File: src/hdl/lcc_pkg.sv
// lcc_pkg: constants and types for line channel control register 0
// assumes: one 50 MHz clock, AXI4-Lite register access
package lcc_pkg;
    localparam int ADDR_W = 16;
    localparam logic [15:0] LCC0_OFFSET = 16'h0f00;
    localparam logic [7:0] LCC0_RESET = 8'h00;
    localparam int PAT_TYPE_BIT = 7;
    localparam int PAT_ROUTE_BIT = 6;
    localparam int RX_ON_BIT = 5;
    localparam int PROFILE_MSB = 4;
    localparam logic [4:0] PROFILE_RESET = 5'h00;
    localparam logic [4:0] ARB_T1_SHORT = 5'h0d;
    localparam logic [4:0] ARB_T1_GAIN = 5'h13;
    localparam logic [15:0] ARB_SEG_FIRST = 16'h0f08;
    localparam logic [15:0] ARB_SEG_LAST = 16'h0f0f;
    localparam int PRBS_LEN_LOG2 = 15;
    localparam int QRSS_LEN_LOG2 = 20;
    localparam logic [1:0] AXI_OKAY = 2'b00;
    localparam logic [1:0] AXI_SLVERR = 2'b10;

    // line haul class
    typedef enum logic [1:0] {
        HAUL_LONG = 2'h0,
        HAUL_SHORT = 2'h1,
        HAUL_GAIN = 2'h2
    } lcc_haul_t;

    // receive sensitivity
    typedef enum logic [1:0] {
        SENS_15DB = 2'h0,
        SENS_29DB = 2'h1,
        SENS_36DB = 2'h2,
        SENS_45DB = 2'h3
    } lcc_sens_t;

    // transmit pulse shape kind
    typedef enum logic [1:0] {
        PULSE_LBO = 2'h0,
        PULSE_CABLE = 2'h1,
        PULSE_ARB = 2'h2,
        PULSE_E1STD = 2'h3
    } lcc_pulse_t;

    // cable kind
    typedef enum logic [1:0] {
        CABLE_TP100 = 2'h0,
        CABLE_COAX75 = 2'h1,
        CABLE_TP120 = 2'h2
    } lcc_cable_t;
endpackage

File: src/hdl/lcc_axil_slave.sv
// lcc_axil_slave: AXI4-Lite slave for one 8-bit register
// assumes: one write and one read outstanding at a time
`timescale 1ns/1ns
module lcc_axil_slave
    import lcc_pkg::*;
#(
    parameter logic [15:0] REG_ADDR = 16'h0f00
)
(
    input wire logic sys_clk,
    input wire logic rstn,
    input wire logic [15:0] s_axi_awaddr,
    input wire logic s_axi_awvalid,
    output logic s_axi_awready,
    input wire logic [31:0] s_axi_wdata,
    input wire logic [3:0] s_axi_wstrb,
    input wire logic s_axi_wvalid,
    output logic s_axi_wready,
    output logic [1:0] s_axi_bresp,
    output logic s_axi_bvalid,
    input wire logic s_axi_bready,
    input wire logic [15:0] s_axi_araddr,
    input wire logic s_axi_arvalid,
    output logic s_axi_arready,
    output logic [31:0] s_axi_rdata,
    output logic [1:0] s_axi_rresp,
    output logic s_axi_rvalid,
    input wire logic s_axi_rready,
    output logic regWrite,
    output logic [7:0] regWdata,
    input wire logic [7:0] regValue
);
    logic awHeld_q;
    logic [15:0] awAddr_q;
    logic wHeld_q;
    logic [31:0] wData_q;
    logic [3:0] wStrb_q;
    logic bValid_q;
    logic [1:0] bResp_q;
    logic rValid_q;
    logic [31:0] rData_q;
    logic [1:0] rResp_q;

    wire doWrite = awHeld_q && wHeld_q && !bValid_q;
    wire wrHit = awAddr_q[15:2] == REG_ADDR[15:2];
    wire rdHit = s_axi_araddr[15:2] == REG_ADDR[15:2];
    wire rdTake = s_axi_arvalid && s_axi_arready;

    assign s_axi_awready = !awHeld_q && !bValid_q;
    assign s_axi_wready = !wHeld_q && !bValid_q;
    assign s_axi_arready = !rValid_q;
    assign s_axi_bvalid = bValid_q;
    assign s_axi_bresp = bResp_q;
    assign s_axi_rvalid = rValid_q;
    assign s_axi_rdata = rData_q;
    assign s_axi_rresp = rResp_q;
    assign regWrite = doWrite && wrHit && wStrb_q[0];
    assign regWdata = wData_q[7:0];

    always_ff @(posedge sys_clk)
    begin
        if (!rstn)
        begin
            awHeld_q <= 1'b0;
            wHeld_q <= 1'b0;
            bValid_q <= 1'b0;
            rValid_q <= 1'b0;
            awAddr_q <= 16'h0000;
            wData_q <= 32'h00000000;
            wStrb_q <= 4'h0;
            bResp_q <= AXI_OKAY;
            rData_q <= 32'h00000000;
            rResp_q <= AXI_OKAY;
        end
        else
        begin
            if (s_axi_awvalid && s_axi_awready)
            begin
                awHeld_q <= 1'b1;
                awAddr_q <= s_axi_awaddr;
            end
            if (s_axi_wvalid && s_axi_wready)
            begin
                wHeld_q <= 1'b1;
                wData_q <= s_axi_wdata;
                wStrb_q <= s_axi_wstrb;
            end
            if (doWrite)
            begin
                awHeld_q <= 1'b0;
                wHeld_q <= 1'b0;
                bValid_q <= 1'b1;
                bResp_q <= wrHit ? AXI_OKAY : AXI_SLVERR;
            end
            else if (bValid_q && s_axi_bready)
                bValid_q <= 1'b0;
            if (rdTake)
            begin
                rValid_q <= 1'b1;
                rData_q <= rdHit ? {24'h000000, regValue} : 32'h00000000;
                rResp_q <= rdHit ? AXI_OKAY : AXI_SLVERR;
            end
            else if (rValid_q && s_axi_rready)
                rValid_q <= 1'b0;
        end
    end
endmodule // lcc_axil_slave

File: src/hdl/lcc_profile_decode.sv
// lcc_profile_decode: five-bit profile code to line settings
// assumes: code comes from a register on the same clock
`timescale 1ns/1ns
module lcc_profile_decode
    import lcc_pkg::*;
(
    input wire logic [4:0] profileCode,
    output logic isE1,
    output lcc_haul_t haul,
    output lcc_sens_t sens,
    output lcc_pulse_t pulse,
    output lcc_cable_t cable,
    output logic [2:0] shapeSel
);
    wire t1Long = profileCode <= 5'h07;
    wire t1Short = profileCode >= 5'h08 && profileCode <= ARB_T1_SHORT;
    wire t1Gain = profileCode >= 5'h0e && profileCode <= 5'h17;
    wire [4:0] gainIdx = profileCode - 5'h0e;
    wire [1:0] e1Class = profileCode[2:1];
    wire arbCode = profileCode == ARB_T1_SHORT || profileCode == ARB_T1_GAIN;

    assign isE1 = profileCode[4] && profileCode[3];
    assign haul = isE1 ? (e1Class[1] ? (e1Class[0] ? HAUL_GAIN : HAUL_SHORT) : HAUL_LONG)
        : t1Long ? HAUL_LONG : t1Short ? HAUL_SHORT : HAUL_GAIN;
    assign sens = isE1 ? (e1Class == 2'h0 ? SENS_36DB : e1Class == 2'h1 ? SENS_45DB
        : e1Class == 2'h2 ? SENS_15DB : SENS_29DB)
        : t1Long ? (profileCode[2] ? SENS_45DB : SENS_36DB)
        : t1Short ? SENS_15DB : SENS_29DB;
    assign pulse = isE1 ? PULSE_E1STD
        : arbCode ? PULSE_ARB
        : t1Long ? PULSE_LBO
        : t1Short ? PULSE_CABLE
        : (t1Gain && gainIdx <= 5'h04) ? PULSE_CABLE : PULSE_LBO;
    assign cable = !isE1 ? CABLE_TP100 : profileCode[0] ? CABLE_TP120 : CABLE_COAX75;
    // build-out step 0..3 or cable band 0..4, zero for E1 and arbitrary
    assign shapeSel = (isE1 || arbCode) ? 3'h0
        : t1Long ? {1'b0, profileCode[1:0]}
        : t1Short ? 3'(profileCode - 5'h08)
        : gainIdx <= 5'h04 ? gainIdx[2:0]
        : 3'(profileCode - 5'h14);
endmodule // lcc_profile_decode

File: src/hdl/lcc_control_reg.sv
// lcc_control_reg: line channel control register 0 with decoded controls
// assumes: software on AXI4-Lite, one clock sys_clk at 50 MHz
// How it works
// - bit 7 picks pattern: 0 gives 2^15-1 sequence, 1 gives 2^20-1
// - bit 6 routes enabled generator to transmit line or receive data/clock
// - bit 5 one turns receive section on, zero shuts it off
// - receive off powers down receive logic but master clock loop runs
// - bits 4..0 hold profile code, reset zero, selecting shaping and sensitivity
// - codes 0x0d and 0x13 use eight arbitrary segment registers 0x0f08-0x0f0f
// - codes 0x00-0x07 T1 long haul, 36 or 45 dB, four build-outs
// - codes 0x08-0x0c T1 short haul 15 dB, five cable bands
// - codes 0x0e-0x17 T1 gain 29 dB: bands, arbitrary, build-outs
// - codes 0x18-0x1f E1: bit 0 cable, bits 2:1 haul and sensitivity
`timescale 1ns/1ns
module lcc_control_reg
    import lcc_pkg::*;
(
    input wire logic sys_clk,
    input wire logic rstn,
    input wire logic [15:0] s_axi_awaddr,
    input wire logic s_axi_awvalid,
    output logic s_axi_awready,
    input wire logic [31:0] s_axi_wdata,
    input wire logic [3:0] s_axi_wstrb,
    input wire logic s_axi_wvalid,
    output logic s_axi_wready,
    output logic [1:0] s_axi_bresp,
    output logic s_axi_bvalid,
    input wire logic s_axi_bready,
    input wire logic [15:0] s_axi_araddr,
    input wire logic s_axi_arvalid,
    output logic s_axi_arready,
    output logic [31:0] s_axi_rdata,
    output logic [1:0] s_axi_rresp,
    output logic s_axi_rvalid,
    input wire logic s_axi_rready,
    input wire logic patternEnable,
    input wire logic patternData,
    input wire logic patternClock,
    input wire logic lineTxData,
    input wire logic rxRecoveredData,
    input wire logic rxRecoveredClock,
    output logic patternType,
    output logic tx_line_tip,
    output logic tx_line_ring,
    output logic rx_positive_data,
    output logic rx_clock_out,
    output logic rxSectionEnable,
    output logic rxPowerDown,
    output logic masterClockPllEnable,
    output logic isE1,
    output lcc_pkg::lcc_haul_t haul,
    output lcc_pkg::lcc_sens_t sens,
    output lcc_pkg::lcc_pulse_t pulse,
    output lcc_pkg::lcc_cable_t cable,
    output logic [2:0] shapeSel,
    output logic arbSegmentsActive,
    output logic [15:0] arbSegFirstAddr,
    output logic [15:0] arbSegLastAddr
);
    import lcc_pkg::*;

    logic [7:0] ctrl_q;
    logic [7:0] ctrl_d;
    logic regWrite;
    logic [7:0] regWdata;
    logic patternType_q;
    logic patternRoute_q;
    logic rxOn_q;
    logic [4:0] profile_q;
    logic txTip_q;
    logic txRing_q;
    logic rxPos_q;
    logic rxClk_q;
    logic isE1W;
    lcc_haul_t haulW;
    lcc_sens_t sensW;
    lcc_pulse_t pulseW;
    lcc_cable_t cableW;
    logic [2:0] shapeW;

    lcc_axil_slave #(
        .REG_ADDR(LCC0_OFFSET)
    ) u_bus (
        .sys_clk(sys_clk),
        .rstn(rstn),
        .s_axi_awaddr(s_axi_awaddr),
        .s_axi_awvalid(s_axi_awvalid),
        .s_axi_awready(s_axi_awready),
        .s_axi_wdata(s_axi_wdata),
        .s_axi_wstrb(s_axi_wstrb),
        .s_axi_wvalid(s_axi_wvalid),
        .s_axi_wready(s_axi_wready),
        .s_axi_bresp(s_axi_bresp),
        .s_axi_bvalid(s_axi_bvalid),
        .s_axi_bready(s_axi_bready),
        .s_axi_araddr(s_axi_araddr),
        .s_axi_arvalid(s_axi_arvalid),
        .s_axi_arready(s_axi_arready),
        .s_axi_rdata(s_axi_rdata),
        .s_axi_rresp(s_axi_rresp),
        .s_axi_rvalid(s_axi_rvalid),
        .s_axi_rready(s_axi_rready),
        .regWrite(regWrite),
        .regWdata(regWdata),
        .regValue(ctrl_q)
    );

    assign ctrl_d = regWrite ? regWdata : ctrl_q;

    always_ff @(posedge sys_clk)
    begin
        if (!rstn)
            ctrl_q <= LCC0_RESET;
        else
            ctrl_q <= ctrl_d;
    end

    // decoded copies settle one cycle after ctrl_q, two cycles after regWrite
    always_ff @(posedge sys_clk)
    begin
        if (!rstn)
        begin
            patternType_q <= 1'b0;
            patternRoute_q <= 1'b0;
            rxOn_q <= 1'b0;
            profile_q <= PROFILE_RESET;
        end
        else
        begin
            patternType_q <= ctrl_q[PAT_TYPE_BIT];
            patternRoute_q <= ctrl_q[PAT_ROUTE_BIT];
            rxOn_q <= ctrl_q[RX_ON_BIT];
            profile_q <= ctrl_q[PROFILE_MSB:0];
        end
    end

    lcc_profile_decode u_dec (
        .profileCode(profile_q),
        .isE1(isE1W),
        .haul(haulW),
        .sens(sensW),
        .pulse(pulseW),
        .cable(cableW),
        .shapeSel(shapeW)
    );

    assign isE1 = isE1W;
    assign haul = haulW;
    assign sens = sensW;
    assign pulse = pulseW;
    assign cable = cableW;
    assign shapeSel = shapeW;

    assign arbSegmentsActive = pulseW == PULSE_ARB;
    assign arbSegFirstAddr = ARB_SEG_FIRST;
    assign arbSegLastAddr = ARB_SEG_LAST;

    assign patternType = patternType_q;

    assign rxSectionEnable = rxOn_q;
    assign rxPowerDown = !rxOn_q;
    assign masterClockPllEnable = 1'b1;

    wire genTx = patternEnable && !patternRoute_q;
    wire genRx = patternEnable && patternRoute_q;

    always_ff @(posedge sys_clk)
    begin
        if (!rstn)
        begin
            txTip_q <= 1'b0;
            txRing_q <= 1'b0;
            rxPos_q <= 1'b0;
            rxClk_q <= 1'b0;
        end
        else
        begin
            txTip_q <= genTx ? patternData : lineTxData;
            txRing_q <= genTx ? !patternData : !lineTxData;
            rxPos_q <= genRx ? patternData : (rxOn_q && rxRecoveredData);
            rxClk_q <= genRx ? patternClock : (rxOn_q && rxRecoveredClock);
        end
    end

    assign tx_line_tip = txTip_q;
    assign tx_line_ring = txRing_q;
    assign rx_positive_data = rxPos_q;
    assign rx_clock_out = rxClk_q;

    property p_write_lands;
        @(posedge sys_clk) disable iff (!rstn)
        regWrite |=> ctrl_q == $past(regWdata);
    endproperty
    a_write_lands: assert property (p_write_lands) else $error("register lost write");

    property p_read_value;
        @(posedge sys_clk) disable iff (!rstn)
        s_axi_arvalid && s_axi_arready && s_axi_araddr == LCC0_OFFSET && !regWrite
            |=> s_axi_rvalid && s_axi_rdata[7:0] == ctrl_q && s_axi_rdata[31:8] == 24'h000000;
    endproperty
    a_read_value: assert property (p_read_value) else $error("read value wrong");

    property p_pattern_type;
        @(posedge sys_clk) disable iff (!rstn)
        regWrite ##1 1'b1 |=> patternType == $past(regWdata[PAT_TYPE_BIT], 2);
    endproperty
    a_pattern_type: assert property (p_pattern_type) else $error("pattern type wrong");

    property p_route_tx;
        @(posedge sys_clk) disable iff (!rstn)
        patternEnable && !patternRoute_q |=> tx_line_tip == $past(patternData);
    endproperty
    a_route_tx: assert property (p_route_tx) else $error("tx route wrong");

    property p_route_rx;
        @(posedge sys_clk) disable iff (!rstn)
        patternEnable && patternRoute_q |=> rx_positive_data == $past(patternData)
            && rx_clock_out == $past(patternClock);
    endproperty
    a_route_rx: assert property (p_route_rx) else $error("rx route wrong");

    property p_rx_on;
        @(posedge sys_clk) disable iff (!rstn)
        regWrite && regWdata[RX_ON_BIT] ##1 !regWrite |=> rxSectionEnable && !rxPowerDown;
    endproperty
    a_rx_on: assert property (p_rx_on) else $error("receive on wrong");

    property p_rx_off_pll;
        @(posedge sys_clk) disable iff (!rstn)
        !rxSectionEnable |-> rxPowerDown && masterClockPllEnable
            && ($past(rxSectionEnable) || $past(genRx) || (!rx_positive_data && !rx_clock_out));
    endproperty
    a_rx_off_pll: assert property (p_rx_off_pll) else $error("power down wrong");

    property p_arb;
        @(posedge sys_clk) disable iff (!rstn)
        arbSegmentsActive == (profile_q == ARB_T1_SHORT || profile_q == ARB_T1_GAIN);
    endproperty
    a_arb: assert property (p_arb) else $error("arbitrary select wrong");

    property p_long;
        @(posedge sys_clk) disable iff (!rstn)
        profile_q <= 5'h07 |-> haul == HAUL_LONG && sens == (profile_q[2] ? SENS_45DB : SENS_36DB)
            && shapeSel == {1'b0, profile_q[1:0]};
    endproperty
    a_long: assert property (p_long) else $error("long haul decode wrong");

    property p_short;
        @(posedge sys_clk) disable iff (!rstn)
        profile_q >= 5'h08 && profile_q <= 5'h0c |-> haul == HAUL_SHORT && sens == SENS_15DB
            && pulse == PULSE_CABLE;
    endproperty
    a_short: assert property (p_short) else $error("short haul decode wrong");

    property p_gain;
        @(posedge sys_clk) disable iff (!rstn)
        profile_q >= 5'h14 && profile_q <= 5'h17 |-> haul == HAUL_GAIN && sens == SENS_29DB
            && pulse == PULSE_LBO && shapeSel == {1'b0, profile_q[1:0]};
    endproperty
    a_gain: assert property (p_gain) else $error("gain decode wrong");

    property p_e1;
        @(posedge sys_clk) disable iff (!rstn)
        profile_q >= 5'h18 |-> isE1 && pulse == PULSE_E1STD
            && cable == (profile_q[0] ? CABLE_TP120 : CABLE_COAX75);
    endproperty
    a_e1: assert property (p_e1) else $error("e1 decode wrong");

    property p_reset;
        @(posedge sys_clk)
        !rstn |=> ctrl_q == LCC0_RESET;
    endproperty
    a_reset: assert property (p_reset) else $error("reset value wrong");

    property p_profile_reset;
        @(posedge sys_clk)
        !rstn |=> profile_q == PROFILE_RESET && !rxSectionEnable && !patternType;
    endproperty
    a_profile_reset: assert property (p_profile_reset) else $error("controls not cleared");

    property p_ring_inverse;
        @(posedge sys_clk) disable iff (!rstn)
        $past(rstn) |-> tx_line_ring == !tx_line_tip;
    endproperty
    a_ring_inverse: assert property (p_ring_inverse) else $error("ring not inverse of tip");

    property p_tx_normal;
        @(posedge sys_clk) disable iff (!rstn)
        !(patternEnable && !patternRoute_q) |=> tx_line_tip == $past(lineTxData);
    endproperty
    a_tx_normal: assert property (p_tx_normal) else $error("tx normal data wrong");

    property p_rx_normal;
        @(posedge sys_clk) disable iff (!rstn)
        !(patternEnable && patternRoute_q) && rxSectionEnable |=> rx_positive_data == $past(rxRecoveredData)
            && rx_clock_out == $past(rxRecoveredClock);
    endproperty
    a_rx_normal: assert property (p_rx_normal) else $error("rx normal data wrong");

    property p_rx_off;
        @(posedge sys_clk) disable iff (!rstn)
        regWrite && !regWdata[RX_ON_BIT] ##1 !regWrite |=> !rxSectionEnable && rxPowerDown;
    endproperty
    a_rx_off: assert property (p_rx_off) else $error("receive off wrong");

    property p_short_band;
        @(posedge sys_clk) disable iff (!rstn)
        profile_q >= 5'h08 && profile_q <= 5'h0c |-> shapeSel == profile_q[2:0] && !arbSegmentsActive;
    endproperty
    a_short_band: assert property (p_short_band) else $error("short haul band wrong");

    property p_gain_band;
        @(posedge sys_clk) disable iff (!rstn)
        profile_q >= 5'h0e && profile_q <= 5'h12 |-> haul == HAUL_GAIN && sens == SENS_29DB
            && pulse == PULSE_CABLE && shapeSel == 3'(profile_q - 5'h0e);
    endproperty
    a_gain_band: assert property (p_gain_band) else $error("gain band wrong");

    property p_arb_shape;
        @(posedge sys_clk) disable iff (!rstn)
        arbSegmentsActive |-> pulse == PULSE_ARB && shapeSel == 3'h0 && arbSegFirstAddr == ARB_SEG_FIRST
            && arbSegLastAddr == ARB_SEG_LAST;
    endproperty
    a_arb_shape: assert property (p_arb_shape) else $error("arbitrary shape wrong");

    property p_e1_class;
        @(posedge sys_clk) disable iff (!rstn)
        profile_q >= 5'h18 |-> shapeSel == 3'h0
            && haul == (profile_q[2] ? (profile_q[1] ? HAUL_GAIN : HAUL_SHORT) : HAUL_LONG)
            && sens == (profile_q[2:1] == 2'h0 ? SENS_36DB : profile_q[2:1] == 2'h1 ? SENS_45DB
            : profile_q[2:1] == 2'h2 ? SENS_15DB : SENS_29DB);
    endproperty
    a_e1_class: assert property (p_e1_class) else $error("e1 class wrong");

    property p_t1_cable;
        @(posedge sys_clk) disable iff (!rstn)
        profile_q < 5'h18 |-> !isE1 && cable == CABLE_TP100;
    endproperty
    a_t1_cable: assert property (p_t1_cable) else $error("t1 cable wrong");

    property p_write_ok;
        @(posedge sys_clk) disable iff (!rstn)
        regWrite |=> s_axi_bvalid && s_axi_bresp == AXI_OKAY;
    endproperty
    a_write_ok: assert property (p_write_ok) else $error("write response wrong");
endmodule // lcc_control_reg

File: config.mk
export PLATFORM = sky130hd
export DESIGN_NAME = lcc_control_reg
export DESIGN_NICKNAME = d
export VERILOG_FILES = /design/src/hdl/lcc_pkg.sv /design/src/hdl/lcc_axil_slave.sv /design/src/hdl/lcc_profile_decode.sv /design/src/hdl/lcc_control_reg.sv
export SDC_FILE = /design/constraint.sdc
export NUM_CORES = 1
export LEC_CHECK = 0
export BUFFER_PORTS_ARGS = -buffer_cell sky130_fd_sc_hd__buf_2
export CAP_MARGIN = 20
export CORE_UTILIZATION = 30
export CTS_BUF_LIST = sky130_fd_sc_hd__clkbuf_16
export DETAILED_ROUTE_END_ITERATION = 10
export PLACE_DENSITY = 0.59
export SKIP_LAST_GASP = 1
export SLEW_MARGIN = 15
export SYNTH_ARGS = -nofsm -noshare
export SYNTH_HDL_FRONTEND = slang
export SYNTH_SLANG_ARGS = --single-unit
File: constraint.sdc
create_clock -name sys_clk -period 2.1 [get_ports sys_clk]
set_clock_uncertainty 0.05 [all_clocks]
set_input_delay 0.42 -clock sys_clk [delete_from_list [all_inputs] [get_ports sys_clk]]
set_output_delay 0.42 -clock sys_clk [all_outputs]
set_load 0.01 [all_outputs]
# Word level (Yosys, flattened, before mapping)
# Index checks and enable logic that the tools add are counted.
dict set report word_totals {
  ff_bits 85
  out_inout_bits 94
  in_bits 81
}
dict set report classes {
  reduce_logical 33
  n_eq_ne 7
  bitwise_logic 1
  n_addsub 3
  n_lt_le_gt_ge 6
  n_mux 34
}
# operator n
set ops {}
lappend ops {{$mux W2} 17}
lappend ops {{$eq A14 B10 Y1 const B} 2}
lappend ops {{$logic_and A1 B1 Y1} 19}
lappend ops {{$mux W1} 12}
lappend ops {{$mux W3} 4}
lappend ops {{$ge A5 B4 Y1 const B} 2}
lappend ops {{$le A5 B3 Y1 const B} 2}
lappend ops {{$logic_not A1 Y1} 8}
lappend ops {{$mux W8} 1}
lappend ops {{$eq A5 B4 Y1 const B} 1}
lappend ops {{$eq A5 B5 Y1 const B} 1}
lappend ops {{$le A5 B4 Y1 const B} 1}
lappend ops {{$le A5 B5 Y1 const B} 1}
lappend ops {{$sub A5 B4 Y5 const B} 1}
lappend ops {{$eq A2 B2 Y1 const B} 2}
lappend ops {{$reduce_bool A2 Y1} 2}
lappend ops {{$sub A3 B1 Y3 const B} 1}
lappend ops {{$sub A3 B3 Y3 const B} 1}
lappend ops {{$eq A2 B1 Y1 const B} 1}
lappend ops {{$logic_not A2 Y1} 1}
lappend ops {{$logic_or A1 B1 Y1} 2}
lappend ops {{$reduce_or A2 Y1} 1}
lappend ops {{$not A1 Y1} 1}

# Logic depth before layout (Yosys ltp)
# Gate-level depths: netlist (run 1).
dict set report logic_depth {
  depth_word 9
  depth_mapped 7
  depth_no_buf 6
}

# Modules after synthesis
# From an unflattened synthesis (run 1), not the netlist that was laid out.
dict set report unflattened {
  cells_unflattened 330
  area_unflattened_um2 2990.4
}
# module n_inst cells_each area_per_inst_um2 seq_area_each_um2
set modules_own_cells {}
lappend modules_own_cells {lcc_axil_slave 1 182 1729.2 740.7}
lappend modules_own_cells {lcc_control_reg 1 95 928.4 400.4}
lappend modules_own_cells {lcc_profile_decode 1 53 332.8 0.0}

# Worst setup path before layout (run 1)
# Ideal clock, no wire load.
dict set report synth_timing {
  path_type {flip-flop to output port}
  startpoint {reg profile_q[2]}
  endpoint {out shapeSel[2]}
  stages_incl_launch_ff 7
  t_arrival_ns 1.634
  n_path_buf 1
  slack_ns -0.004
  required_ns 1.630
  path_cell_list {dfxtp_1 -> buf_2 -> inv_1 -> ha_1 -> a221oi_1 -> o211ai_1 -> o31ai_1}
}
dict set report synth_between {
  elab_chain_cells 6
}
# element line
set synth_rtl {}
lappend synth_rtl {{start, declared} lcc_control_reg.sv:70} ;# logic [4:0] profile_q;
lappend synth_rtl {{start signal, assigned} lcc_control_reg.sv:134} ;# profile_q <= ctrl_q[PROFILE_MSB:0];
lappend synth_rtl {{$sub A5 B4 Y5} lcc_profile_decode.sv:18} ;# wire [4:0] gainIdx = profileCode - 5'h0e;
lappend synth_rtl {{$le A5 B3 Y1} lcc_profile_decode.sv:39} ;# : gainIdx <= 5'h04 ? gainIdx[2:0]
lappend synth_rtl {{$mux W3} lcc_profile_decode.sv:39}
lappend synth_rtl {{$mux W3} lcc_profile_decode.sv:38} ;# : t1Short ? 3'(profileCode - 5'h08)
lappend synth_rtl {{$mux W3} lcc_profile_decode.sv:37} ;# : t1Long ? {1'b0, profileCode[1:0]}
lappend synth_rtl {{$mux W3 *} lcc_profile_decode.sv:36} ;# assign shapeSel = (isE1 || arbCode) ? 3'h0
lappend synth_rtl {{end, declared} lcc_control_reg.sv:56} ;# output logic [2:0] shapeSel,
# Every way passes the cells marked *; elsewhere a longest branch is shown, timed or not.

# Worst setup path in the final report (run 1)
dict set report layout_timing {
  startpoint {reg profile_q[1]}
  endpoint {out shapeSel[2]}
}
# The elaborated chain is that of the path after synthesis.

==> flow_metrics.py, run 1 <==
metrics = {
    "critical_path": {
        "reg2reg_to": "ctrl_q[6]",
        "start_kind": "register",
        "rr_startpoint": "u_bus.awAddr_q[12]",
        "worstSetupPathType": "register to output port",
        "end_kind": "output port",
        "cp_max_fo": 8,
        "arrival_ns": 1.76,
        "ff2ff_setup_slack_ns": 0.43,
        "required_ns": 1.63,
        "worst-r2r-cell-count": 4,
    },
    "drt": {
        "drt_iter0_markers": 81,
        "route.detailed.drc": 0,
        "routedWlPerCell_um": 11.0,
        "viasPerCell": 4.30,
        "finalWirelength_um": 6480,
        "firstDrtPassIters": 5,
        "antenna_left": 0,
        "via_count": 2532,
    },
    "placed_design": {
        "io_buffers": 84,
        "dp.final_hpwl_um": 4670,
        "dpl_cell_area_mm2": 0.00329,
        "globalplace.congestion": 0.739,
        "pre_cts_slack_ns": 0.0242,
    },
    "synthesis": {
        "synth_top_family_by_area": "simple AND/OR/NAND/NOR gates",
        "ys_ff_latch": 57,
        "syn_area_per_cell_um2": 8.19,
        "ys_warn_count": 0,
        "syn_area_mm2": 0.00293,
        "synth_adder_area_share_pct": 2.56,
        "synthCells": 358,
        "synth_simple_gate_area_share_pct": 22.8,
        "synth-compound-area-share_pct": 15.7,
        "ys_types": 47,
        "synth_mux_area_share_pct": 0.683,
        "synth-xor-area-share_pct": 0.299,
        "ys_seq_area_share_pct": 38.9,
    },
    "cts": {
        "clock_latency_ns": 0.32,
        "clock-sinks": 57,
        "cts_tree": "built",
        "clk_pin_slew_ns": 0.05,
        "htree_levels": 3,
        "clockRootBuffer": "clkbuf_16",
        "cts.path.max_buffers": 2,
        "cts_buffers": 9,
    },
    "final_layout": {
        "design_area_mm2": 0.00391,
        "final_util_pct": 41.7,
        "nNetsFinal": 542,
        "area_growth_pct": 33.1,
        "layout-drive-gt1-share_pct": 32.4,
        "diodes": 0,
    },
    "grt": {
        "overflow": 0,
        "grt_pass1_wl_um": 10400,
        "antenna_found_initial": 0,
        "grt_max_degree": 38,
        "grtUsageTotal_pct": 13.0,
        "grt_pass1_vias": 2289,
    },
    "timing": {
        "setup_slack_ns": -0.131,
        "finalSetupViolCount": 7,
        "fin_crit_ns": 2.23,
        "rsz0062_at_grt": "yes",
        "worst_pin_slew_ns": 0.516,
        "final_hold_viol_count": 0,
        "min_period_over_period_pct": 106,
        "slew_headroom_pct": 65.6,
        "final_max_slew_viol_count": 0,
        "fin_setup_tns_ns": -0.562,
        "fmax_mhz": 448,
    },
    "run_status": {
        "violations": "setup timing",
        "status": "finished, violations left",
    },
    "hold_path": {
        "hold_depth": 2,
        "hold_path_startpoint": "s_axi_rready",
        "worstHoldEndpoint": "u_bus.s_axi_rvalid",
        "worstHoldPathType": "input port to register",
    },
    "floorplanning": {
        "die_area_mm2": 0.0102,
        "core-area_mm2": 0.00937,
        "die-height_um": 101,
        "fp.dieW_um": 101,
        "fp-row-count": 35,
        "initial_core_util_pct": 31.3,
        "pin_count": 175,
    },
    "power_and_ir_drop": {
        "cellPowerDensity_mw_per_mm2": 740,
        "totalPowerFinal_mw": 2.89,
        "worst_ir_drop_vdd_mv": 0.381,
        "total_leakage_power_nw": 1.78,
    },
    "flow_run": {
        "drv_cap": 0,
    },
}
[critical path, stage by stage, from the launching register on]
cell and delay (ns):
dfxtp_4 0.38, buf_8 0.14, and3b_1 0.21, o21ai_1 0.18
o31ai_2 0.12, o31ai_2 0.24, buf_2 0.16
[worst max-delay path by stage]
stage | start | end | cells past startpoint
floorplan | profile_q[2] | shapeSel[1] | 6
global placement | profile_q[1] | shapeSel[1] | 6
detailed placement | profile_q[1] | shapeSel[1] | 6
CTS | profile_q[2] | pulse[0] | 6
global route | profile_q[1] | shapeSel[2] | 6
finish | profile_q[1] | shapeSel[2] | 6
[layout by cell type, fill, tap and decap left out, types with 9 or more instances in the layout]
cell type   n
and2_1     11
o21ai_1    12
nor2_1     19
nand3_1    15
a21oi_1    35
conb_1     59
buf_4      15
clkbuf_16   9
buf_2      84
dfxtp_1    52
nand2_1    55
[cells in the mapped netlist, drive strengths merged]
| cell | n | share of area (%) |
|---|---|---|
| a311oi | 2 | 0.60 |
| nor4b | 2 | 1.1 |
| nor3 | 3 | 0.51 |
| nand2 | 57 | 7.4 |
| and3b | 1 | 0.30 |
| a21o | 2 | 0.51 |
| o22ai | 1 | 0.21 |
| a21oi | 38 | 6.5 |
| clkbuf | 4 | 0.51 |
| mux2i | 2 | 0.68 |
| or2 | 1 | 0.21 |
| o2111ai | 1 | 0.30 |
| nor4 | 3 | 1.7 |
| and4 | 1 | 0.30 |
| buf | 70 | 17 |
| o211ai | 1 | 0.26 |
| nand3b | 2 | 0.51 |
| nand3 | 16 | 2.9 |
| ha | 6 | 2.6 |
| a22o | 8 | 2.4 |
| o31ai | 2 | 0.51 |
| xor2 | 1 | 0.30 |
| nor2 | 19 | 2.4 |
| a211oi | 1 | 0.26 |
| o21a | 1 | 0.26 |
| nand2b | 6 | 1.3 |
| dfxtp | 57 | 39 |
| o21ai | 13 | 2.2 |
| nand4 | 1 | 0.21 |
| inv | 11 | 1.4 |
| conb | 2 | 0.26 |
| a221oi | 3 | 0.90 |
| and4b | 1 | 0.34 |
| a311o | 1 | 0.34 |
| nor4bb | 2 | 0.68 |
| a211o | 1 | 0.30 |
| nor2b | 3 | 0.64 |
| and2 | 11 | 2.3 |
| a31oi | 1 | 0.21 |
[through the flow]
stage	hold slack, ns	cells
after detailed placement	0.395	562
after global routing	0.233	589
final	0.232	589
after CTS	0.223	588
after global placement	0.389	562
after floorplan	0.382	415
[power by group]
| group | leakage [nW] | switching, mW | internal, mW |
|---|---|---|---|
| Clock | 0.158 | 0.472 | 1.02 |
| Combinational | 1.15 | 0.163 | 0.0830 |
| Sequential | 0.468 | 0.0235 | 1.12 |
| Total | 1.78 | 0.658 | 2.23 |
[state kept, by name (all words and copies together), names as in the netlist, 5 cells and up]
| register | flops |
|---|---|
| u_bus.awAddr_q | 14 |
| ctrl_q | 8 |
| u_bus.s_axi_rdata | 8 |
| u_bus.wData_q | 8 |
| profile_q | 5 |
[area by class of cell]
class / count / area, µm²
fillers: 944 / 5470
multi-input cells: 273 / 1630
flip-flops and latches: 57 / 1150
repair buffers: 103 / 607
clock buffers: 9 / 225
well taps: 129 / 161
clock inverters: 7 / 86.3
inverters: 11 / 46.3
[timing repair]
action	4_1_cts	5_1_grt
pin swaps	11	8
cloned	1	0
gates resized for setup	32	10
hold endpoints to repair	0	0
hold buffers	0	0
buffers inserted	9	1
endpoints found under the setup margin	7	8
[logic make-up after synthesis]
group,Yosys count
AO/OA/AOI/OAI,76
XOR/XNOR,1
adder cells (fa/ha/maj),6
buffers and inverters,85
flip-flops,57
multiplexers,2
other,2
AND/OR/NAND/NOR,129
[per-layer routing]
metal  up-vias  wire length, µm  part of all wire (%)  GRT usage, %
met5         -                0                     0             0
met4         0              128                   2.0          5.46
met3         9              309                   4.8          3.47
met2        91             3080                    48          22.1
met1      1140             2960                    46          15.6
li1       1292                -                     -             -
Power figures use the tool's default switching activity.
==> run 2, diff against run 1 <==
--- a/config.mk
+++ b/config.mk
@@ -5,6 +5,7 @@
 export SDC_FILE = /design/constraint.sdc
 export NUM_CORES = 1
 export LEC_CHECK = 0
+export ABC_AREA = 1
 export BUFFER_PORTS_ARGS = -buffer_cell sky130_fd_sc_hd__buf_2
 export CAP_MARGIN = 20
 export CORE_UTILIZATION = 30
==> flow_metrics.py, run 2 <==
metrics = {
    "final_layout": {
        "nNetsFinal": 596,
        "diodes": 0,
        "regMostFlops": "u_bus.awAddr_q",
        "largest_reg_flops": 14,
        "area_growth_pct": 29.7,
        "layout-drive-gt1-share_pct": 30.2,
        "layout_commonest_cell": "buf_2",
        "mostFrequentLayoutCells": "buf_2, conb_1, nor2_1, dfxtp_1, nand2_1",
        "design_area_mm2": 0.00382,
    },
    "synthesis": {
        "synth-xor-area-share_pct": 0,
        "synth_adder_area_share_pct": 2.55,
        "synthCells": 409,
        "ys_async_sr_fraction_pct": 0,
        "synth_simple_gate_area_share_pct": 23.6,
        "syn_area_mm2": 0.00295,
        "ys.flop_type": "dfxtp_1",
        "synth-compound-area-share_pct": 11.2,
        "ys_ff_latch": 57,
        "synth.largest_area_cell": "dfxtp_1",
        "ys_seq_area_share_pct": 38.7,
        "ys_types": 28,
        "synth_area_leaders": "dfxtp_1, buf_4, nand2_1",
        "post-synth-top-count-cell": "buf_4",
        "synth_top_family_by_area": "buffers and inverters",
        "synth_mux_area_share_pct": 0,
        "synth_common_cells": "buf_4, nand2_1, dfxtp_1",
        "syn_area_per_cell_um2": 7.21,
        "synth-edff-count": 0,
        "synth_top_cell_area_share_pct": 38.7,
        "ys_warn_count": 0,
    },
    "floorplanning": {
        "core-area_mm2": 0.00937,
        "die-height_um": 101,
        "fp.dieW_um": 101,
        "fp-row-count": 35,
        "pin_count": 175,
        "initial_core_util_pct": 31.5,
        "die_area_mm2": 0.0102,
    },
    "run_status": {
        "violations": "setup timing",
        "status": "finished, violations left",
    },
    "grt": {
        "grt_pass1_wl_um": 9820,
        "antenna_found_initial": 0,
        "grtUsageTotal_pct": 12.5,
        "grt_pass1_vias": 2233,
        "overflow": 0,
        "grt_max_degree": 24,
    },
    "drt": {
        "firstDrtPassIters": 4,
        "routedWlPerCell_um": 9.55,
        "route.detailed.drc": 0,
        "drt_iter0_markers": 65,
        "finalWirelength_um": 6140,
        "via_count": 2563,
        "viasPerCell": 3.99,
        "antenna_left": 0,
    },
    "cts": {
        "cts-hold-fix-buffers": 0,
        "clockRootBuffer": "clkbuf_16",
        "clock-sinks": 57,
        "cts_buffers": 9,
        "htree_levels": 3,
        "cts.path.max_buffers": 2,
        "clock_latency_ns": 0.33,
        "clk_pin_slew_ns": 0.05,
        "cts_tree": "built",
    },
    "critical_path": {
        "worstSetupPathType": "register to output port",
        "crit_slowest_cell": "dfxtp_4",
        "crit_chain": "inv_4 > ha_4 > inv_4 > a21oi_4 > nor2_4 > nand2_4 > buf_6 > nand2_2 > a21oi_2 > buf_2",
        "worst_path_most_repeated_cell": "inv_4",
        "cp_max_fo": 5,
        "arrival_ns": 1.77,
        "required_ns": 1.63,
        "slowest_delay_ns": 0.40,
        "cp_top_family": "flip-flops",
        "end_kind": "output port",
        "start_kind": "register",
        "cp.buffers_inverters": 4,
    },
    "power_and_ir_drop": {
        "internal_power_mw": 2.04,
        "totalPowerFinal_mw": 2.77,
        "switching_share_pct": 26.6,
        "cellPowerDensity_mw_per_mm2": 726,
        "worst_ir_drop_vdd_mv": 0.341,
        "total_leakage_power_nw": 1.92,
        "power_switching_uw": 738,
        "seqPwrFrac_pct": 42.0,
        "pwr-share-comb_pct": 10.0,
        "pwr-share-clk_pct": 48.1,
    },
    "timing": {
        "finalSetupViolCount": 5,
        "fmax_mhz": 447,
        "holdWs_ns": 0.281,
        "min_period_over_period_pct": 107,
        "fin_crit_ns": 2.24,
        "setup_slack_ns": -0.138,
        "final_hold_viol_count": 0,
        "fin_setup_tns_ns": -0.522,
        "final_max_slew_viol_count": 0,
        "rsz0062_at_grt": "yes",
    },
    "flow_run": {
        "drv_cap": 0,
    },
    "hold_path": {
        "worstHoldPathType": "input port to register",
    },
    "placed_design": {
        "io_buffers": 84,
        "dp.final_hpwl_um": 4360,
        "globalplace.congestion": 0.826,
        "dpl_cell_area_mm2": 0.00330,
    },
}
==> run 2: worst min-delay path, cell delays in order <==
cell	delay [ns]
buf_2	0.07
o21ai_1	0.06
nor2_1	0.07
==> run 2: metal layers <==
layer | global-route usage, % | share of wire, % | vias to the layer above
met5 | 0 | 0 | -
met4 | 7.02 | 2.2 | 0
met3 | 3.61 | 6.6 | 16
met2 | 20.8 | 46 | 116
met1 | 14.3 | 45 | 1060
li1 | - | - | 1371
==> run 2: final cells by class <==
cell class | instances | area (µm²)
Inverter | 57 | 221
Timing Repair Buffer | 101 | 563
Multi-Input combinational cell | 283 | 1450
Fill cell | 999 | 5550
Sequential cell | 57 | 1150
Clock buffer | 9 | 225
Tap cell | 129 | 161
Clock inverter | 7 | 53.8
==> run 2: logic make-up after synthesis <==
group,Yosys count
and+or+nand+nor,154
buffers and inverters,126
adders and majority gates,6
AOI/OAI and AO/OA,64
DFF,57
other,2
==> run 2: through the flow <==
| stage | instances | setup slack, ns | util, % |
|---|---|---|---|
| CTS | 642 | -0.114 | 39.9 |
| detailed placement | 615 | 0.0789 | 35.2 |
| global placement | 615 | 0.114 | 35.2 |
| finish | 643 | -0.138 | 40.8 |
| global route | 643 | -0.236 | 40.8 |
| floorplan | 466 | 0.112 | - |
==> run 2: final timing paths <==
path / start / to / slack [ns] / cells after the start
min: s_axi_wstrb[0] / u_bus.wStrb_q[0] / 0.28 / 3
max: profile_q[2] / shapeSel[1] / -0.14 / 10
min reg2reg: ctrl_q[1] / profile_q[1] / 0.40 / 2
max reg2reg: u_bus.s_axi_bvalid / u_bus.wData_q[3] / 0.57 / 4
==> run 2: power by group through the flow <==
stage / clock, mW / combinational, mW / sequential (mW)
floorplan: 0 / 0.274 / 1.18
global placement: 0 / 0.273 / 1.19
detailed placement: 0 / 0.276 / 1.19
CTS: 1.37 / 0.278 / 1.16
global route: 1.42 / 0.321 / 1.17
finish: 1.33 / 0.277 / 1.16
==> run 2: timing repair <==
| action | 4_1_cts | 5_1_grt |
|---|---|---|
| pin swaps | 13 | 8 |
| setup endpoints to repair | 5 | 8 |
| cloned | 0 | 0 |
| setup buffers | 11 | 1 |
| gates resized for setup | 22 | 20 |
==> run 3, diff against run 2 <==
--- a/config.mk
+++ b/config.mk
@@ -8,10 +8,12 @@
 export ABC_AREA = 1
 export BUFFER_PORTS_ARGS = -buffer_cell sky130_fd_sc_hd__buf_2
 export CAP_MARGIN = 20
+export CORE_MARGIN = 10
 export CORE_UTILIZATION = 30
 export CTS_BUF_LIST = sky130_fd_sc_hd__clkbuf_16
 export DETAILED_ROUTE_END_ITERATION = 10
 export PLACE_DENSITY = 0.59
+export SETUP_SLACK_MARGIN = 0.3
 export SKIP_LAST_GASP = 1
 export SLEW_MARGIN = 15
 export SYNTH_ARGS = -nofsm -noshare
==> flow_metrics.py, run 3 (same netlist as run 2, synthesis figures left out) <==
metrics = {
    "hold_path": {
        "hold_path_startpoint": "s_axi_wstrb[0]",
        "worstHoldEndpoint": "u_bus.wStrb_q[0]",
        "hold_depth": 3,
        "worstHoldPathType": "input port to register",
    },
    "placed_design": {
        "globalplace.congestion": 0.824,
        "io_buffers": 84,
        "dp.cells": 616,
        "dp.final_hpwl_um": 5690,
        "pre_cts_slack_ns": 0.0939,
        "dpl_cell_area_mm2": 0.00330,
    },
    "flow_run": {
        "drv_cap": 0,
    },
    "drt": {
        "drt_iter0_markers": 97,
        "firstDrtPassIters": 4,
        "via_count": 2591,
        "finalWirelength_um": 7670,
        "antenna_left": 0,
        "viasPerCell": 4.03,
        "route.detailed.drc": 0,
        "routedWlPerCell_um": 11.9,
    },
    "final_layout": {
        "layout_commonest_cell": "buf_2",
        "design_area_mm2": 0.00386,
        "largest_reg_flops": 14,
        "mostFrequentLayoutCells": "buf_2, conb_1, nor2_1, dfxtp_1, nand2_1",
        "regMostFlops": "u_bus.awAddr_q",
        "nNetsFinal": 593,
        "layout-drive-gt1-share_pct": 30.8,
        "finalNonFillerCells": 643,
        "diodes": 0,
        "area_growth_pct": 30.9,
    },
    "power_and_ir_drop": {
        "power_switching_uw": 690,
        "total_leakage_power_nw": 1.92,
        "worst_ir_drop_vdd_mv": 0.470,
        "pwr-share-clk_pct": 48.4,
        "cellPowerDensity_mw_per_mm2": 729,
        "pwr-share-comb_pct": 10.2,
        "switching_share_pct": 24.5,
        "seqPwrFrac_pct": 41.4,
        "totalPowerFinal_mw": 2.81,
        "internal_power_mw": 2.12,
    },
    "floorplanning": {
        "fp.dieW_um": 119,
        "core-area_mm2": 0.00968,
        "die_area_mm2": 0.0142,
        "die-height_um": 119,
        "pin_count": 175,
        "initial_core_util_pct": 30.4,
        "fp-row-count": 36,
    },
    "timing": {
        "slew_headroom_pct": 65.9,
        "final_hold_viol_count": 0,
        "finalSetupViolCount": 5,
        "fin_crit_ns": 2.21,
        "worst_pin_slew_ns": 0.510,
        "rsz0062_at_grt": "yes",
        "setup_slack_ns": -0.114,
        "fin_setup_tns_ns": -0.317,
        "fmax_mhz": 452,
        "min_period_over_period_pct": 105,
        "final_max_slew_viol_count": 0,
    },
    "cts": {
        "clk_pin_slew_ns": 0.05,
        "clock_latency_ns": 0.32,
        "cts.path.max_buffers": 2,
        "clockRootBuffer": "clkbuf_16",
        "cts_tree": "built",
        "cts-hold-fix-buffers": 0,
        "cts_buffers": 9,
        "htree_levels": 3,
        "clock-sinks": 57,
    },
    "critical_path": {
        "arrival_ns": 1.74,
        "start_kind": "register",
        "crit_slowest_cell": "dfxtp_4",
        "ff2ff_setup_slack_ns": 0.59,
        "rr_startpoint": "u_bus.s_axi_bvalid",
        "end_kind": "output port",
        "worstSetupPathType": "register to output port",
        "slowest_delay_ns": 0.39,
        "cp_max_fo": 4,
        "required_ns": 1.63,
        "crit_chain": "inv_6 > ha_4 > inv_2 > a21oi_2 > nor2_2 > nand2_2 > nand2_2 > nand3_2 > a21oi_2 > buf_2",
        "reg2reg_to": "u_bus.wData_q[2]",
        "worst-r2r-cell-count": 4,
        "cp-startpoint": "profile_q[1]",
    },
    "grt": {
        "grtUsageTotal_pct": 10.2,
        "grt_pass1_vias": 2604,
        "grt_pass1_wl_um": 12300,
        "antenna_found_initial": 0,
        "grt_max_degree": 33,
        "overflow": 0,
    },
    "run_status": {
        "violations": "setup timing",
        "status": "finished, violations left",
    },
}
==> run 3: changes by cell type in the layout (fill, tap and decap cells not counted), sizes merged <==
cell      before  now
buf          101   98
clkinvlp       2    1
clkinv         2    3
bufinv         0    1
inv           60   58
==> run 3: worst max-delay path: cells and delay by family, from the launching register on <==
| kind | cells | cell delay, ns |
|---|---|---|
| and+or+nand+nor | 4 | 0.35 |
| buffers and inverters | 3 | 0.25 |
| adders and majority gates | 1 | 0.23 |
| AOI/OAI and AO/OA | 2 | 0.18 |
| DFF | 1 | 0.39 |
==> run 3: cell type report <==
type                    count  area, µm²
inverters                  57        221
well taps                 133        166
flip-flops and latches     57       1150
clock buffers               9        225
repair buffers             98        567
fillers                  1032       5830
multi-input cells         283       1480
clock inverters             6       52.6
==> run 3: stage by stage <==
stage | utilization [%] | hold slack (ns)
3_3_place_gp | 34.1 | 0.389
5_1_grt | 39.8 | 0.296
3_5_place_dp | 34.1 | 0.390
4_1_cts | 37.7 | 0.285
6_report | 39.8 | 0.288
2_1_floorplan | - | 0.370
==> run 3: metal layers <==
| metal | global-route usage, % | share of wire (%) |
|---|---|---|
| met5 | 0 | 0 |
| met4 | 2.29 | 0.69 |
| met3 | 6.57 | 14 |
| met2 | 15.9 | 44 |
| met1 | 11.4 | 42 |
==> run 3: repair_timing <==
| item | 4_1_cts | 5_1_grt |
|---|---|---|
| buffers inserted | 5 | 7 |
| gates cloned | 0 | 0 |
| resized for setup | 10 | 42 |
| endpoints found under the setup margin | 10 | 11 |
| pin swaps | 8 | 13 |
==> run 3: worst max-delay path by stage <==
stage | to | slack [ns] | cells past startpoint
detailed placement | shapeSel[2] | 0.09 | 10
finish | shapeSel[2] | -0.11 | 10
global placement | shapeSel[2] | 0.12 | 10
global route | shapeSel[2] | -0.19 | 9
floorplan | shapeSel[2] | 0.30 | 9
CTS | shapeSel[2] | -0.11 | 10
==> run 3: power groups by stage <==
stage	Sequential [mW]	Combinational [mW]	Clock (mW)
after global routing	1.17	0.331	1.45
after CTS	1.16	0.284	1.40
after detailed placement	1.19	0.283	0
after floorplan	1.18	0.274	0
after global placement	1.18	0.279	0
final	1.16	0.287	1.36
